## config.mk

```make
export PLATFORM = sky130hd
export DESIGN_NAME = cfg_integrity_check
export DESIGN_NICKNAME = d
export VERILOG_FILES = /design/src/hdl/cfg_check_pkg.sv /design/src/hdl/cfg_word_mem.sv /design/src/hdl/cfg_integrity_check.sv
export SDC_FILE = /design/constraint.sdc
export NUM_CORES = 2
export LEC_CHECK = 0
export BUFFER_PORTS_ARGS = -buffer_cell sky130_fd_sc_hd__buf_2
export CAP_MARGIN = 20
export CORE_ASPECT_RATIO = 0.5
export CORE_UTILIZATION = 57
export CTS_CLUSTER_SIZE = 28
export DETAILED_ROUTE_END_ITERATION = 10
export PLACE_DENSITY = 0.76
export SETUP_SLACK_MARGIN = 0.1
export SKIP_CTS_REPAIR_TIMING = 1
export SYNTH_ARGS = -nofsm -noshare
export SYNTH_HDL_FRONTEND = slang
export SYNTH_SLANG_ARGS = --single-unit
```

## constraint.sdc

```tcl
create_clock -name sys_clk -period 3.5 [get_ports sys_clk]
set_input_delay 0.175 -clock sys_clk [delete_from_list [all_inputs] [get_ports sys_clk]]
set_output_delay 0.175 -clock sys_clk [all_outputs]
set_load 0.05 [all_outputs]
```

## src/hdl/cfg_check_pkg.sv

```systemverilog
// Constants shared by the configuration memory integrity checker
package cfg_check_pkg;
  localparam int WORD_W = 16;
  localparam int ADDR_W = 5;
  localparam int MEM_WORDS = 24;
  // Word addresses of the user page
  localparam logic [4:0] ADDR_FIRST = 5'h00;
  localparam logic [4:0] ADDR_LAST_SIGNED = 5'h16;
  localparam logic [4:0] ADDR_SIGNATURE = 5'h17;
  localparam logic [4:0] ADDR_SETUP = 5'h10;
  // Signature engine
  localparam logic [15:0] SIG_SEED = 16'hffff;
  localparam logic [15:0] SIG_POLY = 16'h8005;
  localparam logic [15:0] MEM_RESET = 16'h0000;
  localparam logic [3:0] BIT_LAST = 4'hf;
  // Shift cycles of one check: 23 words of 16 bits
  localparam logic [8:0] CHECK_CYCLES = 9'h170;
  // Setup word field positions
  localparam int COARSE_LO = 6;
  localparam int FINE_LO = 8;
  localparam int SHIFT_LO = 10;
  localparam int TSEG_LO = 13;
  localparam logic [1:0] TSEG_FACTORY = 2'h0;
  // Factory temperature split used for segmentation code 00
  localparam logic [4:0] TSEG_FACTORY_COARSE = 5'h0c;
  localparam logic [2:0] TSEG_FACTORY_FINE = 3'h4;
endpackage

```

## src/hdl/cfg_word_mem.sv

```systemverilog
// Nonvolatile word store with registered read data
`timescale 1ns/1ps
module cfg_word_mem (
  input wire logic sys_clk,
  input wire logic wr_en,
  input wire logic [4:0] wr_addr,
  input wire logic [15:0] wr_data,
  input wire logic [4:0] rd_addr,
  output logic [15:0] rd_data
);
  import cfg_check_pkg::*;

  // Blank store reads as zeros, so a fresh part fails its first signature check
  logic [15:0] mem [0:23] = '{default: MEM_RESET};
  logic [15:0] rd_q;

  // Write port and registered read port
  always_ff @(posedge sys_clk) begin
    if (wr_en) begin
      mem[wr_addr] <= wr_data;
    end
    rd_q <= mem[rd_addr];
  end
  assign rd_data = rd_q;
endmodule

```

## src/hdl/cfg_integrity_check.sv

```systemverilog
// Configuration loader: shadow RAM, program, power-up signature check
//
// Operation
// Fine-resolution field selects 0/2/4/6 second-stage bits
// Input shift field offsets window by (code+1)/16
// Temperature split: factory, 16/0, 10/6, 12/4
// Word 17h stores the user page signature
// Power-up recomputes signature and compares it
// Polynomial x^16 + x^15 + x^2 + 1
// Signature register preset to ffff
// Master writes identification to shadow first
// Program copies whole shadow into nonvolatile
// Master keeps setup unchanged during calibration
// Coarse field selects 10/12/14/16 first-stage bits
// Check words 00h-16h ascending, MSB first
// Mismatch sets a sticky integrity error flag
`timescale 1ns/1ps
module cfg_integrity_check
  import cfg_check_pkg::*;
(
  input wire logic sys_clk,
  input wire logic rst_b,
  input wire logic shadow_wr,
  input wire logic [cfg_check_pkg::ADDR_W-1:0] shadow_addr,
  input wire logic [cfg_check_pkg::WORD_W-1:0] shadow_data,
  input wire logic program_req,
  input wire logic err_clear,
  output logic busy,
  output logic check_done,
  output logic integrity_err,
  output logic [15:0] stored_signature,
  output logic [15:0] computed_signature,
  output logic [4:0] coarse_bits,
  output logic [2:0] fine_bits,
  output logic [3:0] shift_sixteenths,
  output logic [4:0] temp_coarse_bits,
  output logic [2:0] temp_fine_bits
);
  import cfg_check_pkg::*;

  typedef enum logic [2:0] {S_CLEAR, S_CHECK, S_FINISH, S_IDLE, S_PROG} state_t;

  // ----------------------------------------------------------------
  // Shadow RAM (registers) and nonvolatile store
  // ----------------------------------------------------------------
  logic [15:0] shadow_q [0:23];
  logic [15:0] shadow_d [0:23];
  logic [15:0] setup_q, setup_d;
  state_t state_q, state_d;
  logic [4:0] addr_q, addr_d;
  logic [3:0] bit_q, bit_d;
  logic [15:0] sig_q, sig_d, stored_q, stored_d;
  logic busy_q, done_q, err_q, busy_d, done_d, err_d;
  logic [15:0] nv_rd;
  logic nv_wr;
  logic [4:0] nv_rd_addr;

  // One LFSR step, MSB-first serial input
  function automatic logic [15:0] lfsr_step(input logic [15:0] s, input logic din);
    logic fb;
    fb = s[15] ^ din;
    lfsr_step = {s[14:0], 1'b0} ^ (fb ? SIG_POLY : 16'h0000);
  endfunction

  // Nonvolatile copy is written only while programming
  assign nv_wr = (state_q == S_PROG);
  assign nv_rd_addr = addr_d; // Look ahead so each word is ready on its first bit

  cfg_word_mem u_nv (
    .sys_clk(sys_clk),
    .wr_en(nv_wr),
    .wr_addr(addr_q),
    .wr_data(shadow_q[addr_q]),
    .rd_addr(nv_rd_addr),
    .rd_data(nv_rd)
  );

  // ----------------------------------------------------------------
  // Sequencer next state
  // ----------------------------------------------------------------
  always_comb begin
    state_d = state_q;
    addr_d = addr_q;
    bit_d = bit_q;
    sig_d = sig_q;
    stored_d = stored_q;
    busy_d = busy_q;
    done_d = 1'b0;
    err_d = err_q;
    setup_d = setup_q;
    for (int i = 0; i < MEM_WORDS; i++) begin
      shadow_d[i] = shadow_q[i];
    end
    // Clear from software loses to a new mismatch
    if (err_clear) begin
      err_d = 1'b0;
    end
    unique case (state_q)
      S_CLEAR: begin
        // Registered read of word 00h lands as the first shift starts
        addr_d = ADDR_FIRST;
        bit_d = BIT_LAST;
        sig_d = SIG_SEED;
        busy_d = 1'b1;
        state_d = S_CHECK;
      end
      S_CHECK: begin
        // Shift the registered word bit by bit, address held meanwhile
        sig_d = lfsr_step(sig_q, nv_rd[bit_q]);
        shadow_d[addr_q] = nv_rd;
        if (addr_q == ADDR_SETUP) begin
          setup_d = nv_rd;
        end
        if (bit_q == 4'h0) begin
          bit_d = BIT_LAST;
          if (addr_q == ADDR_LAST_SIGNED) begin
            addr_d = ADDR_SIGNATURE;
            state_d = S_FINISH;
          end else begin
            addr_d = addr_q + 5'h01;
          end
        end else begin
          bit_d = bit_q - 4'h1;
        end
      end
      S_FINISH: begin
        // First cycle waits with bit_q at BIT_LAST; signature word is compared on the next
        if (bit_q == BIT_LAST) begin
          bit_d = 4'h0;
        end else begin
          stored_d = nv_rd;
          shadow_d[ADDR_SIGNATURE] = nv_rd;
          if (nv_rd != sig_q) begin
            err_d = 1'b1;
          end
          busy_d = 1'b0;
          done_d = 1'b1;
          state_d = S_IDLE;
        end
      end
      S_IDLE: begin
        if (program_req) begin
          addr_d = ADDR_FIRST;
          busy_d = 1'b1;
          state_d = S_PROG;
        end else if (shadow_wr && shadow_addr <= ADDR_SIGNATURE) begin
          shadow_d[shadow_addr] = shadow_data;
          if (shadow_addr == ADDR_SETUP) begin
            setup_d = shadow_data;
          end
        end
      end
      S_PROG: begin
        // Whole shadow goes across, signature word included
        if (addr_q == ADDR_SIGNATURE) begin
          state_d = S_CLEAR;
        end else begin
          addr_d = addr_q + 5'h01;
        end
      end
    endcase
  end

  always_ff @(posedge sys_clk) begin
    if (!rst_b) begin
      state_q <= S_CLEAR;
      addr_q <= ADDR_FIRST;
      bit_q <= BIT_LAST;
      sig_q <= SIG_SEED;
      stored_q <= MEM_RESET;
      busy_q <= 1'b1;
      done_q <= 1'b0;
      err_q <= 1'b0;
      setup_q <= MEM_RESET;
      for (int i = 0; i < MEM_WORDS; i++) begin
        shadow_q[i] <= MEM_RESET;
      end
    end else begin
      state_q <= state_d;
      addr_q <= addr_d;
      bit_q <= bit_d;
      sig_q <= sig_d;
      stored_q <= stored_d;
      busy_q <= busy_d;
      done_q <= done_d;
      err_q <= err_d;
      setup_q <= setup_d;
      for (int i = 0; i < MEM_WORDS; i++) begin
        shadow_q[i] <= shadow_d[i];
      end
    end
  end

  // ----------------------------------------------------------------
  // Setup word decode, registered
  // ----------------------------------------------------------------
  logic [4:0] coarse_q, coarse_d, tc_q, tc_d;
  logic [2:0] fine_q, fine_d, tf_q, tf_d;
  logic [3:0] shift_q, shift_d;

  always_comb begin
    coarse_d = 5'h0a + {2'h0, setup_q[COARSE_LO+:2], 1'b0};
    fine_d = {setup_q[FINE_LO+:2], 1'b0};
    shift_d = {1'b0, setup_q[SHIFT_LO+:3]} + 4'h1;
    unique case (setup_q[TSEG_LO+:2])
      TSEG_FACTORY: begin
        tc_d = TSEG_FACTORY_COARSE;
        tf_d = TSEG_FACTORY_FINE;
      end
      2'h1: begin
        tc_d = 5'h10;
        tf_d = 3'h0;
      end
      2'h2: begin
        tc_d = 5'h0a;
        tf_d = 3'h6;
      end
      2'h3: begin
        tc_d = 5'h0c;
        tf_d = 3'h4;
      end
    endcase
  end

  always_ff @(posedge sys_clk) begin
    if (!rst_b) begin
      coarse_q <= 5'h0a;
      fine_q <= 3'h0;
      shift_q <= 4'h1;
      tc_q <= TSEG_FACTORY_COARSE;
      tf_q <= TSEG_FACTORY_FINE;
    end else begin
      coarse_q <= coarse_d;
      fine_q <= fine_d;
      shift_q <= shift_d;
      tc_q <= tc_d;
      tf_q <= tf_d;
    end
  end

  assign busy = busy_q;
  assign check_done = done_q;
  assign integrity_err = err_q;
  assign stored_signature = stored_q;
  assign computed_signature = sig_q;
  assign coarse_bits = coarse_q;
  assign fine_bits = fine_q;
  assign shift_sixteenths = shift_q;
  assign temp_coarse_bits = tc_q;
  assign temp_fine_bits = tf_q;

  // ----------------------------------------------------------------
  // Assertions
  // ----------------------------------------------------------------
  logic [8:0] chk_cnt_q, chk_cnt_d;
  // Shift cycles of a check; too long for a plain delay, so counted here
  always_comb begin
    chk_cnt_d = (state_q == S_CHECK) ? chk_cnt_q + 9'h001 : 9'h000;
  end
  always_ff @(posedge sys_clk) begin
    if (!rst_b) begin
      chk_cnt_q <= 9'h000;
    end else begin
      chk_cnt_q <= chk_cnt_d;
    end
  end
endmodule

```

==> results.toml <==
[floorplanning]
io_pins = 81
die_w_um = 373.6
core_area_um2 = 67650
die_area_um2 = 70170
fp.dieH_um = 187.8
fp-row-count = 67
start_util = 0.5818

[clock_tree]
clockBufferDepth = 3
h-tree-depth = 3
cts_made_buffers = 76
cts_tree = "done"
clk_pin_slew_ns = 0.07
insertion_delay_ns = 0.66
cts_sinks = 854
root_buffer = "clkbuf_16"

[run_status]
status = "completed"

[timing]
hold_viol_final = 0
worstMarginPinSlew_ns = 1.117
final.setup.tns_ns = 0
rsz0062_at_grt = "no"
fin_crit_ns = 3.348
final_max_slew_viol_count = 0
max_freq_ghz = 0.2987
slew_headroom = 0.2524
setup_viol = 0
timing.final.crit_share = 0.9565
setup_ws_ns = 0.1524
fin_skew_ns = 0.03184

[global_routing]
gr-total-overflow = 0
grt_pass1_wl_um = 184800
grt_start_max_net_pins = 195
antenna_found_initial = 7
gr-usage-all-layers = 0.3438
grt_pass1_vias = 30110

[routing]
vias = 31890
postRouteAntennaNets = 0
drt-initial-drc-count = 5128
drc_errors = 0
firstDrtPassIters = 9
vias_per_cell = 6.962
routed_wl_um = 123600
wl_per_cell_um = 26.98

[setup_path]
r2r-start = "state_q[0]"
crit_buf_inv = 1
critPathTopFamily = "simple AND/OR/NAND/NOR gates"
startpoint_type = "flop"
critical_path_arrival_ns = 3.92
crit_path_max_incr_delay_ns = 0.87
worst-r2r-setup-slack_ns = 0.15
crit_path_frequent_cell = "nor2_1"
cpMaxStageDelayCell = "nor2_1"
crit_fanout = 15
required_ns = 4.07
r2r_cells = 8
criticalPathCategory = "reg -> reg"
r2r_end = "u_nv.rd_data[5]"
worst_setup_path_end_kind = "flop"
path_cells = "or3b_1 > a22o_1 > a21oi_2 > nor2_1 > nor2_1 > buf_4 > a32oi_1 > nand3_1"

[min_path]
hp-start = "err_clear"
min_path_type = "in -> reg"
whs_endpoint = "integrity_err"
hold_depth = 3

[synthesis]
synth_edf_count = 384
avgSynthCellArea_um2 = 10.73
async_flop_share = 0
syn_area_um2 = 39360
synth_seq_cells = 854
synth_cell_types = 73
synthCells = 3668
dominantRegCellSynth = "dfxtp_1"
yosysWarnings = 0
seq_area_frac_synth = 0.5320
yosys.area.top_type = "edfxtp_1"
netlist.area_leader.share = 0.2930
synth.top_cells.by_area = "edfxtp_1 29%, dfxtp_1 24%, a22oi_1 7.9%"

[placed_design]
pre_cts_slack_ns = 0.1910
numPortBuffers = 76
gp_routability_congestion = 0.9704
dp_hpwl_um = 74040

[final_layout]
layout-drive-gt1-share = 0.1639
nets = 3653
layout_common_cells = "604 x nand2_1, 468 x dfxtp_1, 415 x a22oi_1"
nFillCells = 5055
final_common_cell = "nand2_1"
syn_to_final_growth_pct = 11.48

[power_and_ir_drop]
power_density_nw_per_um2 = 563.7
p_int_w = 0.01745
p_clk_frac = 0.367
p_leak_nw = 17.50
p_sw_frac = 0.2946
peakVddDrop_mv = 0.3948
p_comb_frac = 0.172
p_sw_w = 0.007287
pwr-share-seq = 0.461

[job]
drv_cap = 0
## logic make-up (layout without fill, tap and decap cells)
logic type | Yosys count | count (layout) | share of synthesized area
muxes | 164 | 164 | 0.07499
adders and majority gates | 11 | 11 | 0.003497
AOI/OAI and AO/OA | 1057 | 1057 | 0.2142
xor gates and xnor gates | 20 | 20 | 0.004450
other | 1 | 8 | 0.00009527
and+or+nand+nor | 1108 | 1108 | 0.1234
DFF | 854 | 854 | 0.5320
buffers and inverters | 453 | 462 | 0.04743
## cells in the mapped netlist (3+ instances only)
| library cell | count |
|---|---|
| a311o_1 | 31 |
| buf_4 | 17 |
| and2_0 | 3 |
| o21ai_1 | 4 |
| xor2_1 | 17 |
| and4b_1 | 3 |
| nor3_1 | 5 |
| nor2_1 | 209 |
| o22ai_1 | 16 |
| or3b_1 | 3 |
| nand3b_1 | 3 |
| buf_6 | 4 |
| nand4_1 | 21 |
| nor4_1 | 5 |
| nand2b_1 | 4 |
| nand2_1 | 605 |
| o21ai_0 | 9 |
| clkbuf_1 | 343 |
| a21oi_1 | 85 |
| inv_1 | 12 |
| nand3_1 | 72 |
| buf_1 | 19 |
| or2_2 | 4 |
| a21boi_0 | 12 |
| a31oi_1 | 29 |
| nor2b_1 | 21 |
| mux4_2 | 103 |
| and2_1 | 67 |
| a22oi_1 | 415 |
| xnor2_1 | 3 |
| ha_1 | 11 |
| a32oi_1 | 32 |
| dfxtp_1 | 470 |
| buf_2 | 57 |
| o211a_1 | 244 |
| and3_1 | 71 |
| nor3b_1 | 4 |
| a211oi_1 | 130 |
| edfxtp_1 | 384 |
| mux2_2 | 17 |
| a21o_1 | 10 |
| o211ai_1 | 17 |
| mux2i_1 | 44 |
## worst max path at each step
stage	from	slack, ns	depth (start not counted)	endpoint
4_1_cts	addr_q[0]	0.20	10	u_nv.rd_data[5]
2_1_floorplan	addr_q[0]	0.11	16	u_nv.rd_data[14]
3_3_place_gp	bit_q[0]	0.24	9	u_nv.rd_data[15]
6_report	state_q[0]	0.15	8	u_nv.rd_data[5]
3_5_place_dp	addr_q[0]	0.19	10	u_nv.rd_data[5]
5_1_grt	bit_q[1]	0.09	11	u_nv.rd_data[5]
## power groups by stage
stage / logic (W) / registers (W) / clock network, W
floorplan: 0.00236 / 0.0116 / 0
global placement: 0.00395 / 0.0116 / 0
detailed placement: 0.00405 / 0.0116 / 0
CTS: 0.00407 / 0.0114 / 0.00910
global route: 0.00442 / 0.0114 / 0.00950
finish: 0.00425 / 0.0114 / 0.00909
## final cells by class
class                   instances  area [um2]  share of cell area
inverters                      12       47.55            0.001084
clock buffers                 108        2252             0.05133
repair buffers                308        2326             0.05301
diodes                          4       10.01           0.0002281
multi-input cells            2364       16720              0.3811
flip-flops and latches        854       20950              0.4774
clock inverters                34       451.7             0.01029
well taps                     897        1122             0.02558
## through the flow
stage | instances | instance area [um2] | hold WS, ns | power (W) | utilization
after floorplan | 3671 | 39380 | 0.2627 | 0.01401 | -
after global routing | 4580 | 43880 | 0.2809 | 0.02533 | 0.6486
after global placement | 4429 | 41090 | 0.3514 | 0.01553 | 0.6074
after detailed placement | 4431 | 41120 | 0.3572 | 0.01565 | 0.6078
final | 4581 | 43880 | 0.2683 | 0.02473 | 0.6486
after CTS | 4573 | 43820 | -0.3275 | 0.02455 | 0.6478
## worst min-delay path, stage by stage
cell           delay (ns)
dlygate4sd3_1        0.55
buf_2                0.11
o2bb2ai_1            0.05
## state kept, by name (all words and copies together), names as in the netlist, 2 cells and up
register            cells
stored_signature       16
u_nv.rd_data           16
state_q                 3
temp_coarse_bits        4
fine_bits               2
coarse_bits             4
shadow_q              384
bit_q                   4
shift_sixteenths        4
addr_q                  5
setup_q                 9
computed_signature     16
u_nv.mem              384
## routing by layer
| layer | share of wire | vias to the layer above | GRT usage |
|---|---|---|---|
| met5 | 0.00049 | - | 0 |
| met1 | 0.38 | 15660 | 0.4769 |
| met3 | 0.13 | 379 | 0.08099 |
| met4 | 0.053 | 4 | 0.1781 |
| li1 | - | 13670 | - |
| met2 | 0.43 | 2181 | 0.5037 |
Power figures use the tool's default switching activity.
